`src/rtl/rtca_cfg.svh`:
```
`ifndef RTCA_CFG_SVH
`define RTCA_CFG_SVH

// Register indices on the plain register port (byte-wide registers).
`define RTCA_ADDR_SECOND_ALARM  4'h0
`define RTCA_ADDR_MINUTE_ALARM  4'h1
`define RTCA_ADDR_HOUR_ALARM    4'h2
`define RTCA_ADDR_WEEKDAY_ALARM 4'h3
`define RTCA_ADDR_DATE_ALARM    4'h4
`define RTCA_ADDR_MONTH_ALARM   4'h5
`define RTCA_ADDR_FLAG_CONTROL  4'h6
`define RTCA_ADDR_RESET_CTRL    4'h7

// Field positions.
`define RTCA_BIT_COMPARE_ON     7
`define RTCA_BIT_CARRY_SEEN     7
`define RTCA_BIT_CARRY_IRQ_ON   4
`define RTCA_BIT_ALARM_IRQ_ON   3
`define RTCA_BIT_ALARM_MATCH    0
`define RTCA_BIT_MANUAL_RESET   0
`define RTCA_BIT_STANDBY        1

// Writable value masks per alarm field and for flag/control (reserved bits read zero).
`define RTCA_MASK_SECOND        8'h7F
`define RTCA_MASK_MINUTE        8'h7F
`define RTCA_MASK_HOUR          8'h3F
`define RTCA_MASK_WEEKDAY       8'h07
`define RTCA_MASK_DATE          8'h3F
`define RTCA_MASK_MONTH         8'h1F
`define RTCA_MASK_FLAG_CONTROL  8'h99

// Reset values.
`define RTCA_RST_FLAG_CONTROL   8'h00
`define RTCA_RST_ALARM          8'h00

`endif

```
`src/rtl/rtca_pkg.sv`:
```
package rtca_pkg;
    parameter int RTCA_FIELDS = 6;
    typedef logic [7:0] rtca_byte_t;
    typedef logic [3:0] rtca_addr_t;
    typedef enum logic [1:0] {
        RTCA_RUN     = 2'b00,
        RTCA_STANDBY = 2'b01
    } rtca_mode_e;
endpackage

```
`src/rtl/rtca_cmp_if.sv`:
```
`timescale 1ns/1ps
// Alarm values and counters that travel between the top and the comparator.
interface rtca_cmp_if;
    logic [47:0] alarm_value;
    logic [5:0]  compare_on;
    logic [47:0] counter_value;
    logic        all_match;
    modport top (output alarm_value, output compare_on,
                 output counter_value, input all_match);
    modport cmp (input alarm_value, input compare_on,
                 input counter_value, output all_match);
endinterface

```
`src/rtl/rtca_top.sv`:
```
// The implementer's own choices: the strobed register port and the register offsets.
`timescale 1ns/1ps
`include "rtca_cfg.svh"
module rtca_top #(
    parameter int FIELDS = rtca_pkg::RTCA_FIELDS
) (
    // Clock and reset
    input  wire logic             sys_clk,
    input  wire logic             rst_b,
    // Register port
    input  wire rtca_pkg::rtca_addr_t reg_addr,
    input  wire rtca_pkg::rtca_byte_t reg_wdata,
    input  wire logic             reg_wr,
    input  wire logic             reg_rd,
    output rtca_pkg::rtca_byte_t  reg_rdata,
    // Running counters, BCD, same clock domain
    input  wire logic [6:0]       second_counter,
    input  wire logic [6:0]       minute_counter,
    input  wire logic [5:0]       hour_counter,
    input  wire logic [2:0]       weekday_counter,
    input  wire logic [5:0]       date_counter,
    input  wire logic [4:0]       month_counter,
    input  wire logic             counter_update,
    // Carry detection
    input  wire logic             counter_read,
    input  wire logic             second_carry,
    input  wire logic             sixty_four_hz_carry,
    // Interrupt requests
    output logic                  carry_irq,
    output logic                  alarm_irq
);
    import rtca_pkg::*;

    typedef struct packed {
        logic [FIELDS-1:0][7:0] alarm;
        logic                   carry_seen;
        logic                   carry_irq_on;
        logic                   alarm_irq_on;
        logic                   alarm_match_seen;
        logic                   carry_irq;
        logic                   alarm_irq;
        rtca_byte_t             rdata;
        logic                   por_done;
    } rtca_top_s;

    rtca_top_s st_r;
    rtca_top_s st_nxt;

    rtca_cmp_if cmp_bus ();
    logic       match_rise;
    logic [FIELDS-1:0][7:0] value_mask;
    logic [47:0] counters;
    logic        manual_rst;
    logic        standby;
    rtca_byte_t  flag_rd;

    assign value_mask = {`RTCA_MASK_MONTH, `RTCA_MASK_DATE,
                         `RTCA_MASK_WEEKDAY, `RTCA_MASK_HOUR,
                         `RTCA_MASK_MINUTE, `RTCA_MASK_SECOND};
    assign counters = {3'h0, month_counter, 2'h0, date_counter,
                       5'h0, weekday_counter, 2'h0, hour_counter,
                       1'h0, minute_counter, 1'h0, second_counter};

    genvar gi;
    generate
        for (gi = 0; gi < FIELDS; gi = gi + 1) begin : g_pack
            assign cmp_bus.alarm_value[gi*8 +: 8] =
                {1'b0, st_r.alarm[gi][6:0]};
            assign cmp_bus.compare_on[gi] =
                st_r.alarm[gi][`RTCA_BIT_COMPARE_ON];
        end
    endgenerate
    assign cmp_bus.counter_value = counters;

    rtca_compare #(
        .FIELDS (FIELDS)
    ) u_compare (
        .cmp (cmp_bus.cmp)
    );

    rtca_edge u_edge (
        .sys_clk    (sys_clk),
        .rst_b      (rst_b),
        .level_in   (cmp_bus.all_match),
        .sample_en  (counter_update),
        .rise_pulse (match_rise)
    );

    // Manual reset and standby are strobes from software control.
    assign manual_rst = reg_wr && (reg_addr == `RTCA_ADDR_RESET_CTRL) &&
                        reg_wdata[`RTCA_BIT_MANUAL_RESET];
    assign standby = reg_wr && (reg_addr == `RTCA_ADDR_RESET_CTRL) &&
                     reg_wdata[`RTCA_BIT_STANDBY];

    always_comb begin
        flag_rd = 8'h00;
        flag_rd[`RTCA_BIT_CARRY_SEEN]   = st_r.carry_seen;
        flag_rd[`RTCA_BIT_CARRY_IRQ_ON] = st_r.carry_irq_on;
        flag_rd[`RTCA_BIT_ALARM_IRQ_ON] = st_r.alarm_irq_on;
        flag_rd[`RTCA_BIT_ALARM_MATCH]  = st_r.alarm_match_seen;
    end

    always_comb begin
        st_nxt = st_r;
        st_nxt.rdata = 8'h00;
        st_nxt.por_done = 1'b1;

        // Power-on: only the enable bits get a defined value.
        if (!st_r.por_done) begin
            for (int i = 0; i < FIELDS; i++) begin
                st_nxt.alarm[i][`RTCA_BIT_COMPARE_ON] = 1'b0;
            end
        end

        if (reg_wr) begin
            case (reg_addr)
                `RTCA_ADDR_SECOND_ALARM, `RTCA_ADDR_MINUTE_ALARM,
                `RTCA_ADDR_HOUR_ALARM, `RTCA_ADDR_WEEKDAY_ALARM,
                `RTCA_ADDR_DATE_ALARM, `RTCA_ADDR_MONTH_ALARM: begin
                    st_nxt.alarm[reg_addr[2:0]] =
                        reg_wdata & {1'b1, value_mask[reg_addr[2:0]][6:0]};
                end
                `RTCA_ADDR_FLAG_CONTROL: begin
                    st_nxt.carry_seen =
                        reg_wdata[`RTCA_BIT_CARRY_SEEN];
                    st_nxt.carry_irq_on = reg_wdata[`RTCA_BIT_CARRY_IRQ_ON];
                    st_nxt.alarm_irq_on = reg_wdata[`RTCA_BIT_ALARM_IRQ_ON];
                    if (!reg_wdata[`RTCA_BIT_ALARM_MATCH]) begin
                        st_nxt.alarm_match_seen = 1'b0;
                    end
                end
                default: begin
                end
            endcase
        end

        if (reg_rd) begin
            case (reg_addr)
                `RTCA_ADDR_SECOND_ALARM, `RTCA_ADDR_MINUTE_ALARM,
                `RTCA_ADDR_HOUR_ALARM, `RTCA_ADDR_WEEKDAY_ALARM,
                `RTCA_ADDR_DATE_ALARM, `RTCA_ADDR_MONTH_ALARM: begin
                    st_nxt.rdata = st_r.alarm[reg_addr[2:0]];
                end
                `RTCA_ADDR_FLAG_CONTROL: begin
                    st_nxt.rdata = flag_rd;
                end
                default: begin
                    st_nxt.rdata = 8'h00;
                end
            endcase
        end

        // Hardware sets win over a same-cycle flag/control write clear; standby below wins over both, manual reset only over the alarm match set.
        if (counter_read && (second_carry || sixty_four_hz_carry)) begin
            st_nxt.carry_seen = 1'b1;
        end
        if (match_rise) begin
            st_nxt.alarm_match_seen = 1'b1;
        end

        // Manual reset keeps the carry flag and the alarm fields.
        if (manual_rst) begin
            st_nxt.carry_irq_on     = 1'b0;
            st_nxt.alarm_irq_on     = 1'b0;
            st_nxt.alarm_match_seen = 1'b0;
        end
        if (standby) begin
            st_nxt.carry_seen       = st_r.carry_seen;
            st_nxt.alarm_match_seen = st_r.alarm_match_seen;
        end

        st_nxt.carry_irq = st_nxt.carry_seen && st_nxt.carry_irq_on;
        st_nxt.alarm_irq = st_nxt.alarm_match_seen &&
                           st_nxt.alarm_irq_on;
    end

    // The alarm values are not cleared by rst_b; only their enables are,
    // while rst_b is low and again one cycle after release, so stored values survive a reset pulse.
    always_ff @(posedge sys_clk) begin
        if (!rst_b) begin
            st_r.carry_seen       <= 1'b0;
            st_r.carry_irq_on     <= 1'b0;
            st_r.alarm_irq_on     <= 1'b0;
            st_r.alarm_match_seen <= 1'b0;
            st_r.carry_irq        <= 1'b0;
            st_r.alarm_irq        <= 1'b0;
            st_r.rdata            <= 8'h00;
            st_r.por_done         <= 1'b0;
            for (int i = 0; i < FIELDS; i++) begin
                st_r.alarm[i][`RTCA_BIT_COMPARE_ON] <= 1'b0;
            end
        end else begin
            st_r <= st_nxt;
        end
    end

    assign reg_rdata = st_r.rdata;
    assign carry_irq = st_r.carry_irq;
    assign alarm_irq = st_r.alarm_irq;
endmodule

```
`src/rtl/rtca_compare.sv`:
```
`timescale 1ns/1ps
module rtca_compare #(
    parameter int FIELDS = 6
) (
    // Comparison data
    rtca_cmp_if.cmp cmp
);
    import rtca_pkg::*;
    logic [FIELDS-1:0] field_ok;

    genvar gi;
    generate
        for (gi = 0; gi < FIELDS; gi = gi + 1) begin : g_field
            // A disabled field always agrees.
            assign field_ok[gi] = !cmp.compare_on[gi] ||
                (cmp.alarm_value[gi*8 +: 8] ==
                 cmp.counter_value[gi*8 +: 8]);
        end
    endgenerate

    // An alarm needs at least one enabled field.
    assign cmp.all_match = (|cmp.compare_on) && (&field_ok);
endmodule

```
`src/rtl/rtca_edge.sv`:
```
`timescale 1ns/1ps
module rtca_edge (
    // Clock and reset
    input  wire logic sys_clk,
    input  wire logic rst_b,
    // Level in, rising pulse out
    input  wire logic level_in,
    input  wire logic sample_en,
    output logic      rise_pulse
);
    import rtca_pkg::*;
    typedef struct packed {
        logic last;
        logic rise;
    } rtca_edge_s;
    rtca_edge_s st_r;
    rtca_edge_s st_nxt;

    always_comb begin
        st_nxt = st_r;
        st_nxt.rise = 1'b0;
        if (sample_en) begin
            st_nxt.last = level_in;
            st_nxt.rise = level_in && !st_r.last;
        end
    end

    always_ff @(posedge sys_clk) begin
        if (!rst_b) begin
            st_r <= '0;
        end else begin
            st_r <= st_nxt;
        end
    end

    assign rise_pulse = st_r.rise;
endmodule

```
`config.mk`:
```
export PLATFORM = sky130hd
export DESIGN_NAME = rtca_top
export DESIGN_NICKNAME = d
export VERILOG_FILES = /design/src/rtl/rtca_pkg.sv /design/src/rtl/rtca_cmp_if.sv /design/src/rtl/rtca_top.sv /design/src/rtl/rtca_compare.sv /design/src/rtl/rtca_edge.sv
export VERILOG_INCLUDE_DIRS = /design/src /design/src/rtl
export SDC_FILE = /design/constraint.sdc
export NUM_CORES = 1
export LEC_CHECK = 0
export ABC_AREA = 1
export BUFFER_PORTS_ARGS = -buffer_cell sky130_fd_sc_hd__buf_2
export CORE_MARGIN = 1
export CORE_UTILIZATION = 45
export CTS_CLUSTER_DIAMETER = 200
export DETAILED_ROUTE_END_ITERATION = 6
export PLACE_DENSITY = 0.69
export SYNTH_ARGS = -nofsm -noshare
export SYNTH_HDL_FRONTEND = slang
export SYNTH_HIERARCHICAL = 1
export SYNTH_SLANG_ARGS = --single-unit
```
`constraint.sdc`:
```
create_clock -name sys_clk -period 1.5 [get_ports sys_clk]
set_input_delay 0 -clock sys_clk [delete_from_list [all_inputs] [get_ports sys_clk]]
set_output_delay 0 -clock sys_clk [all_outputs]
set_load 0.005 [all_outputs]
```
# Word level (Yosys, flattened, before mapping)
# Memories as Yosys holds them, arrays and structs flattened.
# Index checks and enable logic that the tools add are counted.
# classes
n_bitwise	1
eq_ne	13
reduce_logical	30
magnitude_cmp	2
muxes	23
# op_table
operator	count
two-way mux 52 bit	1
bitwise mux 48 bit	1
two-way mux 48 bit	1
binary-select mux 8 bit (select 3 bit)	1
demux 8 bit (select 3 bit)	1
== test 4 x 3 -> 1 bit, second input constant	4
two-way mux 8 bit	2
one-hot mux 8 bit (2 select lines)	1
== test 7 x 6 -> 1 bit	2
== test 7 bit	2
two-way mux 1 bit	12
OR reduction 6 bit	2
logical AND 1 bit	9
AND 8 bit	1
== test 4 x 2 -> 1 bit, second input constant	2
== test 7 x 3 -> 1 bit	1
== test 7 x 5 -> 1 bit	1
zero test 1 bit	7
logical OR 1 bit	7
two-way mux 7 bit	1
AND reduction 6 bit	1
== test 4 x 1 -> 1 bit, second input constant	1
zero test 4 bit	1
< comparator 3 x 4 -> 1 bit, second input constant	1
5 further kinds	6
# word_totals
out_inout_bits	10
wordCells	92
romBits	64
register_bits	65
n_memories	1
inputBits	54
# memory_table
memory	depth	width	rd	rd_clocked_by_memory_dff	wr	line_no	text
(name not given)	8	8	1	0	0	rtca_top.sv:121	reg_wdata & {1'b1, value_mask[reg_addr[2:0]][6:0]};

# Depth between registers and ports, before layout
# depth
word_depth	11
ltp_mapped	11
depth_no_buf	11

# Hierarchy
# The synthesis kept the hierarchy.
# by_module_without_submodules
module	area_per_inst_um2	cells_per_inst	instances	seq_area_each_um2
rtca_top	2658.8	270	1	1681.6
rtca_compare	743.2	144	1	0.0
rtca_edge	68.8	7	1	40.0

# Worst setup path before layout
# OpenSTA, ideal clock, no wires.
# synth_path
kind	input-to-reg
from	input reg_addr[2]
to	register with a tool-made name
setup_slack_ps	-68
path_buffers	1
required_ps	1120
arrival_ps	1188
stages	6
cell_sequence	buf_4 -> inv_4 -> o21ai_2 -> nor3_2 -> inv_1 -> nor3_1
# synth_rtl
element	line_no	text
from (decl)	rtca_top.sv:11	input wire rtca_pkg::rtca_addr_t reg_addr,

==> run_results.csv <==
group,metric,value,unit
outcome,status,"complete, no violations",
worst_setup_path,required,1.79,ns
placement,placedCellCount,606,
worst_hold_path,holdPathStages,1,
timing,tightest_slew,0.842,ns
worst_setup_path,rr_worst_depth,9,
placement,hpwl,6850,µm
power,p_leak,1.91,nW
floorplanning,die_x,89.8,µm
floorplanning,die_h,89.8,µm
global_routing,grt_pass1_wl,14500,µm
floorplanning,core-area,7370,µm²
clock_tree,cts.sinks,65,
worst_setup_path,cp-end-kind,"flip-flop",
floorplanning,die_area,8070,µm²
timing,slew_viol_final,0,
logic_synthesis,synth_top_area_share,36.3,%
logic_synthesis,seq_area_frac_synth,49.6,%
worst_setup_path,crit_path_max_incr_delay,0.46,ns
timing,timing.fmax,0.708,GHz
global_routing,grt_pass1_vias,3001,
worst_setup_path,cp_slowest_cell,"edfxtp_1",
timing,hold_violations,0,
timing,setup_viol,0,
detailed_routing,drt_iter0_drc,290,
clock_tree,worstSkewPairLatency,0.36,ns
detailed_routing,wl,9100,µm
worst_setup_path,path_cells,"nand2_1 -> nand2_1 -> nor2_2 -> nand3_1 -> o21bai_1 -> nand3_1 -> nor2_2 -> nand3_2 -> nor2_2",
floorplanning,io_pins,64,
logic_synthesis,synth_compound_gate_area_share,6.67,%
logic_synthesis,yosys.area_share.adder,0,%
timing,grt_setup_unrepaired,"no",
worst_setup_path,cpLargestDelayFamily,"simple AND/OR/NAND/NOR gates",
logic_synthesis,synth-xor-area-share,9.34,%
layout,nFillCells,717,
timing,relSlewSlack,43.4,%
logic_synthesis,yosysMostFrequentCell,"nand2_1",
logic_synthesis,synth_ff_type,"edfxtp_1",
floorplanning,initial_utilization,47.1,%
timing,hold-worst-slack,0.00765,ns
logic_synthesis,ys_ff_latch,65,
logic_synthesis,synth-simple-area-share,26.5,%
global_routing,grt_antenna_before_repair,0,
clock_tree,cts_max_level,3,
worst_setup_path,critical_path.max_fanout,3,
logic_synthesis,ys_types,33,
layout,final_core_util,58.6,%
logic_synthesis,yosys_warnings,6,
worst_setup_path,critical_path.most_common_cell,"nor2_2",
global_routing,grt_overflow,0,
logic_synthesis,synth_edf_count,42,
worst_setup_path,cp_num_cells,9,
clock_tree,cts_tree,"yes",
detailed_routing,drcViolationCount,0,
worst_setup_path,crit_buf_inv,0,
worst_setup_path,arrival,1.71,ns
global_routing,gr-usage-all-layers,23.8,%
logic_synthesis,async_flop_share,0,%
worst_hold_path,min_path_type,"primary input to flip-flop",
logic_synthesis,synth_common_cells,"124 x nand2_1, 53 x nor2_1, 42 x edfxtp_1",
worst_setup_path,cp-start-kind,"flip-flop",
run,drv_cap,0,
power,p_per_area,936,nW/µm²
clock_tree,cts_root_buf,"clkbuf_8",
logic_synthesis,synth_cells,421,
clock_tree,path_clk_slew,0.07,ns
timing,final.min_clock_period,1.41,ns
logic_synthesis,syn_area_per_cell,8.24,µm²
timing,period_share,94.2,%
logic_synthesis,synth_top_family_by_area,"simple AND/OR/NAND/NOR gates",
logic_synthesis,yosysTopAreaCell,"edfxtp_1",
layout,fin_cells,630,
placement,place_congestion,0.901,
detailed_routing,wire_per_inst,14.4,µm
layout,num_antenna_cells,0,
logic_synthesis,synth_area,3470,µm²
timing,worst_clock_skew,0.00850,ns
detailed_routing,ant_nets,0,
global_routing,grt_max_degree,19,
logic_synthesis,synth_area_leaders,"edfxtp_1 36%, nand2_1 13%, dfxtp_1 13%, xnor2_1 9.3%, nor2_1 5.7%",
logic_synthesis,synth_mux_area_share,0,%
detailed_routing,vias,3055,
layout,syn_to_final_growth,24.4,%
power,peakVddDrop,0.503,mV
worst_setup_path,crit_type,"flip-flop to flip-flop",
detailed_routing,drtPass1Iterations,6,
floorplanning,num_rows,31,
clock_tree,cts_buffers,9,
layout,drive_gt1_share,22.0,%
layout,fin_nets,580,
clock_tree,clock_path_buffers,2,
placement,port_buffers,63,
detailed_routing,vias_per_cell,4.85,
==> cell usage in the layout (no fill, tap or decap), drive strengths merged <==
cell type,n
nand2,126
buf,82
nor2,59
inv,44
edfxtp,42
xnor2,37
nand3,26
dfxtp,23
conb,22
o21ai,17
clkbuf,11
a21oi,9
dlygate4sd3,6
o211ai,5
o21a,4
nor3,4
a21boi,3
clkinvlp,2
bufinv,2
clkinv,2
and3,1
nor4,1
nand3b,1
o21bai,1
nand4,1
==> layer usage <==
metal	global-route usage, %	part of all wire (%)
met1	29.0	42
met4	11.6	2.5
met5	0	0
met3	4.99	6.5
met2	40.0	49
==> worst paths after layout <==
path | from | to | slack (ns)
worst min-delay path | reg_wdata[0] | flip-flop | 0.008
worst min register to register | u_edge/st_r[1]$_SDFFE_PN0P_ | u_edge/rise_pulse$_SDFF_PN0_ | 0.44
worst max-delay path | flip-flop | u_edge/rise_pulse$_SDFF_PN0_ | 0.09
worst max register to register | flip-flop | u_edge/rise_pulse$_SDFF_PN0_ | 0.09
==> through the flow <==
stage	power [mW]	setup WS, ns	area [µm²]	TNS, ns
2_1_floorplan	2.24	-0.0685	3550	-0.959
3_3_place_gp	2.42	0.168	4020	0
3_5_place_dp	2.43	0.0952	4020	0
4_1_cts	4.03	0.0880	4290	0
5_1_grt	4.17	0.0103	4320	0
6_report	4.04	0.0869	4320	0
==> power breakdown <==
part | total [mW] | leakage (nW) | internal [mW] | switching [mW]
clock network | 1.63 | 0.0995 | 0.933 | 0.694
registers | 1.95 | 0.546 | 1.93 | 0.0172
logic | 0.470 | 1.26 | 0.197 | 0.272
total | 4.04 | 1.91 | 3.06 | 0.984
==> logic make-up after synthesis <==
family	after synthesis
other	1
flip-flops	65
XOR/XNOR	37
AND/OR/NAND/NOR	219
AO/OA/AOI/OAI	39
buffers and inverters	60
==> area by class of cell <==
| type | instances | area [µm²] | area share (%) |
|---|---|---|---|
| Sequential cell | 65 | 1720 | 39.9 |
| Multi-Input combinational cell | 317 | 1570 | 36.4 |
| Timing Repair Buffer | 88 | 518 | 12.0 |
| Inverter | 45 | 171 | 3.97 |
| Clock buffer | 11 | 131 | 3.04 |
| Tap cell | 99 | 124 | 2.87 |
| Clock inverter | 5 | 80.1 | 1.85 |
==> what timing repair did <==
item                       CTS  global route
hold buffers                 6             0
hold endpoints to repair    13             0
setup endpoints to repair    0             2
gates resized for setup      0             4
buffers inserted             0             2
(Power assumes the default switching activity.)
